[config.mk]
export PLATFORM = sky130hd
export DESIGN_NAME = bccd_core
export DESIGN_NICKNAME = d
export VERILOG_FILES = /design/src/bccd_pkg.sv /design/src/bccd_stack_mem.sv /design/src/bccd_core.sv
export SDC_FILE = /design/constraint.sdc
export NUM_CORES = 1
export LEC_CHECK = 0
export ABC_AREA = 1
export BUFFER_PORTS_ARGS = -buffer_cell sky130_fd_sc_hd__buf_2
export CAP_MARGIN = 20
export CORE_MARGIN = 4
export CORE_UTILIZATION = 32
export DETAILED_ROUTE_END_ITERATION = 10
export HOLD_SLACK_MARGIN = 0.12
export PLACE_DENSITY = 0.59
export RECOVER_POWER = 25
export REMOVE_ABC_BUFFERS = 1
export SYNTH_ARGS = -nofsm -noshare
export SYNTH_HDL_FRONTEND = slang
export SYNTH_SLANG_ARGS = --single-unit
export TNS_END_PERCENT = 20
[constraint.sdc]
create_clock -name pclk -period 3.8 [get_ports pclk]
set_input_delay 0.76 -clock pclk [delete_from_list [all_inputs] [get_ports pclk]]
set_output_delay 0.76 -clock pclk [all_outputs]
set_load 0.03 [all_outputs]
[src/bccd_pkg.sv]
// Constants shared by the branch, call and clear decode block.
package bccd_pkg;

  // ***************************************************************
  // Opcode patterns
  // ***************************************************************
  localparam logic [7:0] OP_BRANCH_ON_OVERFLOW = 8'hE4;
  localparam logic [7:0] OP_BRANCH_ON_ZERO = 8'hE0;
  localparam logic [6:0] OP_CALL_FIRST = 7'h76;
  localparam logic [3:0] OP_CALL_SECOND = 4'hF;
  localparam logic [6:0] OP_CLEAR_FILE_REGISTER = 7'h35;
  localparam int CALL_SAVE_BIT = 8;
  localparam int ACCESS_BIT = 8;

  // ***************************************************************
  // Addressing
  // ***************************************************************
  localparam logic [7:0] INDEXED_LIMIT = 8'h5F;
  localparam logic [3:0] ACCESS_UPPER_BANK = 4'hF;
  localparam logic [3:0] ACCESS_LOWER_BANK = 4'h0;

  // ***************************************************************
  // Program counter and return stack
  // ***************************************************************
  localparam logic [20:0] PC_STEP = 21'h000002;
  localparam logic [20:0] CALL_RETURN_STEP = 21'h000004;
  localparam logic [20:0] PC_RESET = 21'h000000;
  localparam logic [4:0] STACK_LAST = 5'h1F;

  // ***************************************************************
  // Status register fields
  // ***************************************************************
  localparam int STATUS_ZERO = 2;
  localparam int STATUS_OVERFLOW = 3;
  localparam logic [4:0] STATUS_RESET = 5'h00;

  // ***************************************************************
  // APB register offsets and fields
  // ***************************************************************
  localparam logic [7:0] ADDR_CTRL = 8'h00;
  localparam logic [7:0] ADDR_PC = 8'h04;
  localparam logic [7:0] ADDR_WORKING = 8'h08;
  localparam logic [7:0] ADDR_STATUS = 8'h0C;
  localparam logic [7:0] ADDR_BANK_SELECT = 8'h10;
  localparam logic [7:0] ADDR_WORKING_SHADOW = 8'h14;
  localparam logic [7:0] ADDR_FLAGS_SHADOW = 8'h18;
  localparam logic [7:0] ADDR_BANK_SELECT_SHADOW = 8'h1C;
  localparam logic [7:0] ADDR_TOP_OF_STACK = 8'h20;
  localparam logic [7:0] ADDR_STACK = 8'h24;
  localparam int CTRL_EXTENDED = 0;
  localparam int STACK_OVERFLOW_BIT = 8;

endpackage : bccd_pkg

[src/bccd_stack_mem.sv]
// Return stack storage with a registered read port.
`timescale 1ns/1ps
module bccd_stack_mem
(
  // Clock
  input wire logic pclk,
  // Write port
  input wire logic we,
  input wire logic [4:0] waddr,
  input wire logic [20:0] wdata,
  // Read port
  input wire logic [4:0] raddr,
  output logic [20:0] rdata
);

  logic [20:0] mem [0:31];

  always_ff @(posedge pclk)
  begin
    if (we)
    begin
      mem[waddr] <= wdata;
    end
  end

  always_ff @(posedge pclk)
  begin
    rdata <= mem[raddr];
  end

endmodule : bccd_stack_mem

[src/bccd_core.sv]
// Decode and execute of the overflow and zero branches, the call and the file clear.
`timescale 1ns/1ps

module bccd_core
(
  // Clock and reset
  input wire logic pclk,
  input wire logic presetn,
  // APB slave
  input wire logic psel,
  input wire logic penable,
  input wire logic pwrite,
  input wire logic [7:0] paddr,
  input wire logic [31:0] pwdata,
  output logic [31:0] prdata,
  output logic pready,
  output logic pslverr,
  // Instruction fetch
  input wire logic instr_valid,
  input wire logic [15:0] instr_data,
  output logic instr_ready,
  // Register file side
  input wire logic [11:0] index_base,
  output logic file_clear_we,
  output logic [11:0] file_clear_addr,
  output logic [20:0] pc_out
);

  typedef enum logic [2:0]
  {
    ST_EXEC = 3'b001,
    ST_CALL2 = 3'b010,
    ST_FLUSH = 3'b100
  } bccd_state_e;

  // ***************************************************************
  // Functions
  // ***************************************************************
  function automatic logic [20:0] branch_target(input logic [20:0] pc_now, input logic [7:0] offs);
    branch_target = pc_now + bccd_pkg::PC_STEP + {{12{offs[7]}}, offs, 1'b0};
  endfunction : branch_target

  function automatic logic [11:0] clear_address(input logic abit, input logic ext, input logic [7:0] f,
                                                input logic [3:0] bank, input logic [11:0] base);
    if (abit)
    begin
      clear_address = {bank, f};
    end
    else if (ext && (f <= bccd_pkg::INDEXED_LIMIT))
    begin
      clear_address = base + {4'h0, f};
    end
    else if (f <= bccd_pkg::INDEXED_LIMIT)
    begin
      clear_address = {bccd_pkg::ACCESS_LOWER_BANK, f};
    end
    else
    begin
      clear_address = {bccd_pkg::ACCESS_UPPER_BANK, f};
    end
  endfunction : clear_address

  // ***************************************************************
  // State
  // ***************************************************************
  bccd_state_e state;
  bccd_state_e next_state;
  logic [20:0] pc;
  logic [20:0] next_pc;
  logic [7:0] working;
  logic [7:0] next_working;
  logic [4:0] status;
  logic [4:0] next_status;
  logic [3:0] bank_select_register;
  logic [7:0] working_shadow;
  logic [4:0] flags_shadow;
  logic [3:0] bank_select_shadow;
  logic [4:0] sp;
  logic stack_overflow;
  logic ctrl_extended;
  logic [7:0] call_low;
  logic [20:0] stack_rdata;

  // ***************************************************************
  // Decode
  // ***************************************************************
  wire accept = instr_valid && instr_ready;
  wire in_exec = accept && (state == ST_EXEC);
  wire is_bov = instr_data[15:8] == bccd_pkg::OP_BRANCH_ON_OVERFLOW;
  wire is_bz = instr_data[15:8] == bccd_pkg::OP_BRANCH_ON_ZERO;
  wire is_call = instr_data[15:9] == bccd_pkg::OP_CALL_FIRST;
  wire is_clear = instr_data[15:9] == bccd_pkg::OP_CLEAR_FILE_REGISTER;
  wire cond_true = (is_bov && status[bccd_pkg::STATUS_OVERFLOW]) || (is_bz && status[bccd_pkg::STATUS_ZERO]);
  wire branch_taken = in_exec && cond_true;
  wire call_first = in_exec && is_call;
  wire call_second = accept && (state == ST_CALL2);
  wire clear_exec = in_exec && is_clear;
  wire save_bit = instr_data[bccd_pkg::CALL_SAVE_BIT];
  wire [20:0] taken_pc = branch_target(pc, instr_data[7:0]);
  wire [20:0] call_pc = {instr_data[11:0], call_low, 1'b0};
  wire [11:0] clear_addr = clear_address(instr_data[bccd_pkg::ACCESS_BIT], ctrl_extended, instr_data[7:0],
                                         bank_select_register, index_base);
  wire stack_full = sp == bccd_pkg::STACK_LAST;
  wire stack_push = call_first && !stack_full;

  // ***************************************************************
  // APB decode
  // ***************************************************************
  wire apb_write = psel && penable && pwrite;
  wire wr_ctrl = apb_write && (paddr == bccd_pkg::ADDR_CTRL);
  wire wr_pc = apb_write && (paddr == bccd_pkg::ADDR_PC);
  wire wr_working = apb_write && (paddr == bccd_pkg::ADDR_WORKING);
  wire wr_status = apb_write && (paddr == bccd_pkg::ADDR_STATUS);
  wire wr_bank = apb_write && (paddr == bccd_pkg::ADDR_BANK_SELECT);
  wire wr_stack = apb_write && (paddr == bccd_pkg::ADDR_STACK);
  wire [20:0] top_of_return_stack = (sp == 5'h00) ? 21'h000000 : stack_rdata;
  wire [31:0] rd_mux =
    (paddr == bccd_pkg::ADDR_CTRL) ? {31'h00000000, ctrl_extended} :
    (paddr == bccd_pkg::ADDR_PC) ? {11'h000, pc} :
    (paddr == bccd_pkg::ADDR_WORKING) ? {24'h000000, working} :
    (paddr == bccd_pkg::ADDR_STATUS) ? {27'h0000000, status} :
    (paddr == bccd_pkg::ADDR_BANK_SELECT) ? {28'h0000000, bank_select_register} :
    (paddr == bccd_pkg::ADDR_WORKING_SHADOW) ? {24'h000000, working_shadow} :
    (paddr == bccd_pkg::ADDR_FLAGS_SHADOW) ? {27'h0000000, flags_shadow} :
    (paddr == bccd_pkg::ADDR_BANK_SELECT_SHADOW) ? {28'h0000000, bank_select_shadow} :
    (paddr == bccd_pkg::ADDR_TOP_OF_STACK) ? {11'h000, top_of_return_stack} :
    {23'h000000, stack_overflow, 3'h0, sp};
  wire addr_hit = (paddr <= bccd_pkg::ADDR_STACK) && (paddr[1:0] == 2'h0);

  assign pready = 1'b1;
  assign pslverr = psel && penable && !addr_hit;
  assign prdata = (psel && !pwrite && addr_hit) ? rd_mux : 32'h00000000;
  assign instr_ready = state != ST_FLUSH;
  assign pc_out = pc;

  // ***************************************************************
  // Next values
  // ***************************************************************
  assign next_state = (branch_taken || call_second) ? ST_FLUSH :
                      call_first ? ST_CALL2 :
                      (state == ST_FLUSH) ? ST_EXEC : state;
  assign next_pc = call_second ? call_pc :
                   branch_taken ? taken_pc :
                   in_exec && !is_call ? pc + bccd_pkg::PC_STEP :
                   wr_pc ? pwdata[20:0] : pc;
  assign next_working = wr_working ? pwdata[7:0] : working;

  always_comb
  begin
    next_status = wr_status ? pwdata[4:0] : status;
    if (clear_exec)
    begin
      next_status[bccd_pkg::STATUS_ZERO] = 1'b1;
    end
  end

  // ***************************************************************
  // Registers
  // ***************************************************************
  always_ff @(posedge pclk or negedge presetn)
  begin
    if (!presetn)
    begin
      state <= ST_EXEC;
      pc <= bccd_pkg::PC_RESET;
      working <= 8'h00;
      status <= bccd_pkg::STATUS_RESET;
      bank_select_register <= 4'h0;
      ctrl_extended <= 1'b0;
      call_low <= 8'h00;
    end
    else
    begin
      state <= next_state;
      pc <= next_pc;
      working <= next_working;
      status <= next_status;
      bank_select_register <= wr_bank ? pwdata[3:0] : bank_select_register;
      ctrl_extended <= wr_ctrl ? pwdata[bccd_pkg::CTRL_EXTENDED] : ctrl_extended;
      call_low <= call_first ? instr_data[7:0] : call_low;
    end
  end

  always_ff @(posedge pclk or negedge presetn)
  begin
    if (!presetn)
    begin
      working_shadow <= 8'h00;
      flags_shadow <= 5'h00;
      bank_select_shadow <= 4'h0;
    end
    else if (call_first && save_bit)
    begin
      working_shadow <= working;
      flags_shadow <= status;
      bank_select_shadow <= bank_select_register;
    end
  end

  always_ff @(posedge pclk or negedge presetn)
  begin
    if (!presetn)
    begin
      sp <= 5'h00;
      stack_overflow <= 1'b0;
    end
    else
    begin
      sp <= stack_push ? sp + 5'h01 : sp;
      stack_overflow <= (call_first && stack_full) || (stack_overflow &&
                        !(wr_stack && pwdata[bccd_pkg::STACK_OVERFLOW_BIT]));
    end
  end

  always_ff @(posedge pclk or negedge presetn)
  begin
    if (!presetn)
    begin
      file_clear_we <= 1'b0;
      file_clear_addr <= 12'h000;
    end
    else
    begin
      file_clear_we <= clear_exec;
      file_clear_addr <= clear_exec ? clear_addr : file_clear_addr;
    end
  end

  bccd_stack_mem u_stack
  (
    .pclk(pclk),
    .we(stack_push),
    .waddr(sp),
    .wdata(pc + bccd_pkg::CALL_RETURN_STEP),
    .raddr(sp - 5'h01),
    .rdata(stack_rdata)
  );
endmodule : bccd_core

### Yosys cells after proc, flatten, opt, wreduce, memory -nomap -nowiden

Memories as Yosys holds them, arrays and structs flattened. A register that Yosys moved wholly into a read port is not among the register bits.
Index checks and enable logic that the tools add are counted.

* bits in read-only memories: 0
* register bits after elaboration: 86
* RAM bits: 672
* memories kept: 1
* latch bits: 0
* output and inout bits: 69

Memory list
* u_stack.mem: depth 32, width 21, read ports 1, clocked after memory_dff 1, wr ports 1, RTL line bccd_stack_mem.sv:16 `logic [20:0] mem [0:31];`

* magnitude comparators: 2
* add/sub/neg operators: 6
* eq/ne operators: 18
* shift operators: 0
* muxes and demuxes: 25
* divide/modulo/power cells: 0
* bitwise gates (word level): 0
* reduce and logical (&&, ||, !) cells: 41
* multiply operators: 0

Operators by type and width (count)
* $mux W21: 15
* $mux W12: 3
* $eq A8 B5 Y1 const B: 4
* $logic_and A1 B1 Y1: 27
* $add A21 B2 Y21 const B: 1
* $add A21 B21 Y21: 1
* $add A21 B3 Y21 const B: 1
* $eq A8 B4 Y1 const B: 2
* $eq A8 B6 Y1 const B: 2
* $eq A8 B8 Y1 const B: 2
* $add A12 B8 Y12: 1
* $mux W3: 4
* $eq A8 B3 Y1 const B: 1
* $le A8 B6 Y1 const B: 1
* $le A8 B7 Y1 const B: 1
* $logic_not A8 Y1: 1
* $eq A7 B6 Y1 const B: 1
* $eq A7 B7 Y1 const B: 1
* $add A5 B1 Y5 const B: 1
* $eq A5 B5 Y1 const B: 1
* $logic_not A1 Y1: 5
* $logic_not A5 Y1: 1
* $sub A5 B1 Y5 const B: 1
* $reduce_bool A4 Y1: 1
* 9 further kinds: 13

### Longest topological paths before layout

* depth in word-level cells: 12
* depth in mapped cells: 20
* mapped depth without buffers: 20

### Modules after synthesis

A second synthesis with hierarchy kept.

* cell total of the unflattened synthesis: 3476
* area total of the unflattened synthesis: 35101.2 µm²

By module, submodules not included
* bccd_stack_mem: seq. area each 20599.8 µm², instances 1, cells an instance 2338, area an instance 27566.4 µm²
* bccd_core: seq. area each 2153.3 µm², instances 1, cells an instance 1138, area an instance 7534.7 µm²

### Least setup slack after synthesis

OpenSTA, ideal clock, no wires.

* kind: register -> register
* start: reg pc[3] (netlist: pc_out[3])
* end: reg pc[14] (netlist: pc_out[14])
* arrival: 3.666 ns
* path buffers: 0
* clock period less this slack: 3.783 ns
* stages on the path, launching flop included: 18
* path slack: 0.017 ns
* path through: dfrtp_1 > ha_1 > nand3_1 > nor2_2 > nand3_1 > xor2_1 > o21ai_0 > inv_1 > ha_1 > nand2_1 > nor2_1 > inv_1 > o21ai_0 > nand2_1 > a21oi_1 > nor2_1 > nor2_1 > nor2_1

* word-level cells in the longest chain between the ends: 4
* elaborated cells between the ends (all ways): 5
* classes of those cells: 2 x add/sub; 3 x mux

Ends and longest elaborated chain
* start: declaration: RTL line bccd_core.sv:68 `logic [20:0] pc;`
* start signal: assignment: RTL line bccd_core.sv:165 `pc <= bccd_pkg::PC_RESET;`
* start signal: assignment: RTL line bccd_core.sv:175 `pc <= next_pc;`
* $add A21 B2 Y21 (*): RTL line bccd_core.sv:40, bccd_core.sv:144
* $add A21 B21 Y21 or $mux W21 (tied branches): RTL line bccd_core.sv:40, bccd_core.sv:144
* $mux W21 (*): RTL line bccd_core.sv:143 `branch_taken ? taken_pc :`
* $mux W21 (*): RTL line bccd_core.sv:142 `assign next_pc = call_second ? call_pc :`

Every way passes the cells marked *; elsewhere a longest branch is shown, timed or not.
A chain may end at the register's enable or synchronous reset.

### Final worst setup path

* start: in paddr[1]
* end: out prdata[3]

* word-level cells in the longest chain between the ends: 11
* elaborated cells between the ends (all ways): 23
* classes of those cells: 1 x order compare; 8 x eq/ne; 10 x mux; 4 x reduce/logical

Ends and longest elaborated chain
* start: declaration: RTL line bccd_core.sv:13 `input wire logic [7:0] paddr,`
* $eq A8 B6 Y1: RTL line bccd_core.sv:126 `(paddr == bccd_pkg::ADDR_TOP_OF_STACK) ? {11'h000, top_of_return_stack} :`
* $mux W21: RTL line bccd_core.sv:126
* $mux W21: RTL line bccd_core.sv:125 `(paddr == bccd_pkg::ADDR_BANK_SELECT_SHADOW) ? {28'h0000000, bank_select_shadow} :`
* $mux W21: RTL line bccd_core.sv:124 `(paddr == bccd_pkg::ADDR_FLAGS_SHADOW) ? {27'h0000000, flags_shadow} :`
* $mux W21: RTL line bccd_core.sv:123 `(paddr == bccd_pkg::ADDR_WORKING_SHADOW) ? {24'h000000, working_shadow} :`
* $mux W21: RTL line bccd_core.sv:122 `(paddr == bccd_pkg::ADDR_BANK_SELECT) ? {28'h0000000, bank_select_register} :`
* $mux W21: RTL line bccd_core.sv:121 `(paddr == bccd_pkg::ADDR_STATUS) ? {27'h0000000, status} :`
* $mux W21: RTL line bccd_core.sv:120 `(paddr == bccd_pkg::ADDR_WORKING) ? {24'h000000, working} :`
* $mux W21: RTL line bccd_core.sv:119 `(paddr == bccd_pkg::ADDR_PC) ? {11'h000, pc} :`
* $mux W21: RTL line bccd_core.sv:118 `(paddr == bccd_pkg::ADDR_CTRL) ? {31'h00000000, ctrl_extended} :`
* $mux W21 (*): RTL line bccd_core.sv:132 `assign prdata = (psel && !pwrite && addr_hit) ? rd_mux : 32'h00000000;`
* end: declaration: RTL line bccd_core.sv:15 `output logic [31:0] prdata,`

Marks and branches as above.

==> impl_summary.log <==
INFO  metric wirelength = about 95,000 um
INFO  metric seqCellArea = 0.0228 sq mm
INFO  metric post_synthesis_mean_instance_area = approximately 12 sq um
INFO  metric boundaryPins = around 140
INFO  metric route.detailed.vias_per_inst = around 5.2
INFO  metric report.final.hold_viol_count = 0
INFO  metric synthDominantAreaCellType = sky130_fd_sc_hd__edfxtp_1
INFO  metric layout-area-overhead-vs-synth = 15.5%
INFO  metric floorplan.die.height = 335 um
INFO  metric worst-setup-path-type = primary input to output port
INFO  metric async_reset_ff_share = 11.0%
INFO  metric post_cts.repair.setup_buffers = 0
INFO  metric crit_path_top_delay_cell = sky130_fd_sc_hd__or2_1
INFO  metric number_of_global_route_vias_before_repair = approximately 22k
INFO  metric io_buffers = approximately 120
INFO  metric layout-drive-gt1-share = approximately 14%
INFO  metric grt_max_degree = around 180
INFO  metric reg2reg_to = u_stack.mem[22][4]$_DFFE_PP_
INFO  metric detailedRoute.firstIterationViolations = 2,704
INFO  metric global_route_wire_length_before_repair = approximately 140,000 um
INFO  metric final_max_slew_viol_count = roughly 110
INFO  metric clk_latency = ~0.64 ns
INFO  metric critPathArrivalTime = 2.85 ns
INFO  metric final_area = ~0.039 sq mm
INFO  metric slew_headroom = -85.7%
INFO  metric finalWeightedCongestion = around 0.91
INFO  metric run_status = complete, but fails checks
INFO  metric yosys_synthesis_warning_count = 0
INFO  metric num_rows = ~120
INFO  metric timing_worst_slew_pin_value = 2.79 ns
INFO  metric synth-edff-count = 672
INFO  metric timing.critical_path.to_type = output port
INFO  metric cp_top_family = simple AND/OR/NAND/NOR gates
INFO  metric power_density = ~440 mW/mm^2
INFO  metric ctsLongestPathBuffers = 3
INFO  metric timing.hold.worst.class = primary input to flop
INFO  metric power.share.switching = 20.8%
INFO  metric kind_of_start_point_of_the_critical_path = primary input
INFO  metric timing.final.crit_period = between 3 and 4 ns
INFO  metric skew = 0.0175 ns
INFO  metric numCtsBuffers = 81
INFO  metric worst_setup_hold_path_clk_slew = 0.06 ns
INFO  metric synth.cell_area = approximately 0.034 sq mm
INFO  metric synth.yosys.seq_area_share = 66.7%
INFO  metric tritoncts = built
INFO  metric failed_checks = max-capacitance violations, max-slew violations
INFO  metric ys_types = 63
INFO  metric cts-hold-fix-buffers = 0
INFO  metric sequence_of_cells_on_the_critical_path = buf_2, nor2_4, nand3_2, or2_1, o21ai_1, nand2_1, nor3b_4, nand2_2, inv_2, o21ai_0, a21oi_1, buf_2
INFO  metric synth.ff_latch_count = a little under 800
INFO  metric cts-root-buf = sky130_fd_sc_hd__clkbuf_16
INFO  metric r2r_setup_slack = ~0.26 ns
INFO  metric layout.filler_cells = 10.1k
INFO  metric most_frequent_cp_cell = sky130_fd_sc_hd__buf_2
INFO  metric finish.cell_count_without_fillers = between 4k and 5k
INFO  metric data_required_time_at_the_worst_endpoint = between 3 and 4 ns
INFO  metric worst_vdd_ir = 0.318 mV
INFO  metric fmaxAchievable = between 200 and 300 MHz
INFO  metric yosysMostFrequentCell = sky130_fd_sc_hd__edfxtp_1
INFO  metric placed_cell_area = around 0.037 sq mm
INFO  metric worstRegToRegCells = 7
INFO  metric synthTopCellsByCount = 672 x sky130_fd_sc_hd__edfxtp_1, 389 x sky130_fd_sc_hd__nor2_1, 282 x sky130_fd_sc_hd__nand2_1, 264 x sky130_fd_sc_hd__o21ai_0, 127 x sky130_fd_sc_hd__o221ai_1
INFO  metric ctsHtreeMaxLevel = 3
INFO  metric die_x = approximately 330 um
INFO  metric grt_remaining_overflow = 0
INFO  metric timing.rr.start = state[0]$_DFFE_PN1P_
INFO  metric core = about 0.11 sq mm
INFO  metric routed-via-count = ~23k
INFO  metric sinks_on_clock_net = between 700 and 800
INFO  metric final_net_count = between 3k and 4k
INFO  metric tns = 0 ns
INFO  metric post_drt_wl_per_cell = ~21 um
INFO  metric net-switching-power = 3.60 mW
INFO  metric hold_depth = 3
INFO  metric hold_path.startpoint = pwdata[3]
INFO  metric die_area = around 0.11 sq mm
INFO  metric dpl.cell_count = about 4.3k
INFO  metric grt_setup_unrepaired = true
INFO  metric power.sequential.fraction = between 50% and 60%
INFO  metric drv_cap = 3
INFO  metric timing.hold.worst_endpoint = status[3]$_DFFE_PN0P_
INFO  metric grt_use_total = 16.4%
INFO  metric setup-violations-final = 0
INFO  metric starting_density_of_the_core = between 30% and 40%
INFO  metric synthDominantCellAreaShare = 59.2%
INFO  metric antenna_found_initial = 3
INFO  metric power.static_leakage = ~14 nW
INFO  metric detailed_place_hpwl = roughly 57,000 um
INFO  metric pwr-share-comb = 2.5%
INFO  metric postSynthCellCount = approximately 2.8k
INFO  metric worst_hold_slack = roughly 0.37 ns
INFO  metric clockPowerShare = around 44%
INFO  metric drt_first_pass_iters = 6
INFO  metric critical_path.max_fanout = 4
INFO  metric dominantRegCellSynth = sky130_fd_sc_hd__edfxtp_1
INFO  metric layout_worst_path_cycle_share = a little over nine tenths
INFO  metric detail-route-antenna-nets = 0
INFO  metric cp_slowest_stage_delay = 0.26 ns
INFO  metric multiInputGateArea = just over 0.01 sq mm
INFO  metric internal_power = between 10 and 15 mW
INFO  metric worstPathBufferInverterCount = 3
INFO  metric ys_top_cells_by_area = sky130_fd_sc_hd__edfxtp_1 59%, sky130_fd_sc_hd__dfrtp_1 6.2%, sky130_fd_sc_hd__nor2_1 4.3%, sky130_fd_sc_hd__o21ai_0 3.9%, sky130_fd_sc_hd__mux2i_1 3.7%
INFO  metric drc_violation_count_after_routing = 0
==> worst max-delay path by stage <==
stage | start | endpoint | slack (ns) | cells past startpoint
floorplan | sp[0]$_DFFE_PN0P_ | u_stack.rdata[0]$_DFF_P_ | -14.11 | 8
finish | paddr[1] | prdata[3] | 0.19 | 12
CTS | sp[1]$_DFFE_PN0P_ | prdata[1] | 0.07 | 12
global placement | paddr[1] | prdata[3] | 0.31 | 12
global route | sp[1]$_DFFE_PN0P_ | prdata[1] | -0.06 | 12
detailed placement | paddr[1] | prdata[3] | 0.25 | 12
==> tightest hold or removal path: stages <==
cell	delay (ns)
sky130_fd_sc_hd__buf_2	0.09
sky130_fd_sc_hd__nand2_1	0.04
sky130_fd_sc_hd__o21ai_0	0.06
==> area by class of cell <==
class	instances	area share [%]
tap	1391	4.42
multi-input combinational	1719	26.1
clock inverter	44	0.971
inverter	136	1.33
antenna	4	0.0254
timing repair buffer	233	3.94
clock buffer	105	5.48
sequential	779	57.7
==> routing by layer <==
metal  GRT usage, %  share of wire, %  vias to the layer above
li1               -                 -                    10600
met1           23.6                44                    11500
met2           25.8                47                      833
met3           2.51               6.7                      148
met4           4.29               2.3                        0
met5              0                 0                        -
==> placed cells by master (no fill, tap or decap), types with 42 or more instances in the layout <==
cell type and count:
sky130_fd_sc_hd__a21oi_1 95, sky130_fd_sc_hd__buf_2 106, sky130_fd_sc_hd__buf_4 84, sky130_fd_sc_hd__clkbuf_1 47
sky130_fd_sc_hd__clkbuf_16 82, sky130_fd_sc_hd__dfrtp_1 83, sky130_fd_sc_hd__edfxtp_1 672, sky130_fd_sc_hd__inv_1 126
sky130_fd_sc_hd__mux2i_1 126, sky130_fd_sc_hd__nand2_1 284, sky130_fd_sc_hd__nand3_1 97, sky130_fd_sc_hd__nor2_1 364
sky130_fd_sc_hd__o211ai_1 50, sky130_fd_sc_hd__o21ai_0 264, sky130_fd_sc_hd__o221ai_1 127, sky130_fd_sc_hd__o32ai_1 42
==> per-stage QoR <==
stage               setup slack [ns]  power, mW  util [%]
global placement               0.312       9.86      35.0
CTS                           0.0743       17.5      37.4
global route                 -0.0558       17.9      37.3
finish                         0.194       17.3      37.3
detailed placement             0.254       9.87      35.0
floorplan                     -14.11       9.67         -
==> flip-flops by register name, summed over array words and instances (netlist names), 3 cells and up <==
| signal | cells |
|---|---|
| bank_select_register | 4 |
| bank_select_shadow | 4 |
| call_low | 8 |
| file_clear_addr | 12 |
| flags_shadow | 5 |
| pc_out | 21 |
| sp | 5 |
| state | 3 |
| status | 5 |
| u_stack.mem | 672 |
| u_stack.rdata | 21 |
| working | 8 |
| working_shadow | 8 |
==> cell families (layout without fill, tap and decap cells) <==
logic type / Yosys count / in the layout / synth area share, %
xor gates and xnor gates: 39 / 39 / 1.02
muxes: 134 / 134 / 3.96
other: 2 / 16 / 0.0220
and+or+nand+nor: 836 / 836 / 10.3
adders and majority gates: 41 / 41 / 1.55
DFF: 779 / 779 / 66.7
AOI/OAI and AO/OA: 657 / 657 / 12.4
buffers and inverters: 304 / 518 / 4.10
==> what timing repair did <==
item                                    in CTS  in global routing
gates resized for setup                      1                  2
cloned                                       0                  0
pin swaps                                    0                  1
endpoints found under the setup margin       2                  5
==> power by group through the flow <==
stage / Combinational (mW) / Clock [mW] / Sequential (mW)
after floorplan: 0.227 / 0 / 9.44
after global placement: 0.433 / 0 / 9.43
after detailed placement: 0.437 / 0 / 9.43
after CTS: 0.439 / 7.78 / 9.25
after global routing: 0.486 / 8.14 / 9.25
final: 0.438 / 7.64 / 9.25
Note: power is estimated with default switching activity, not from simulation.
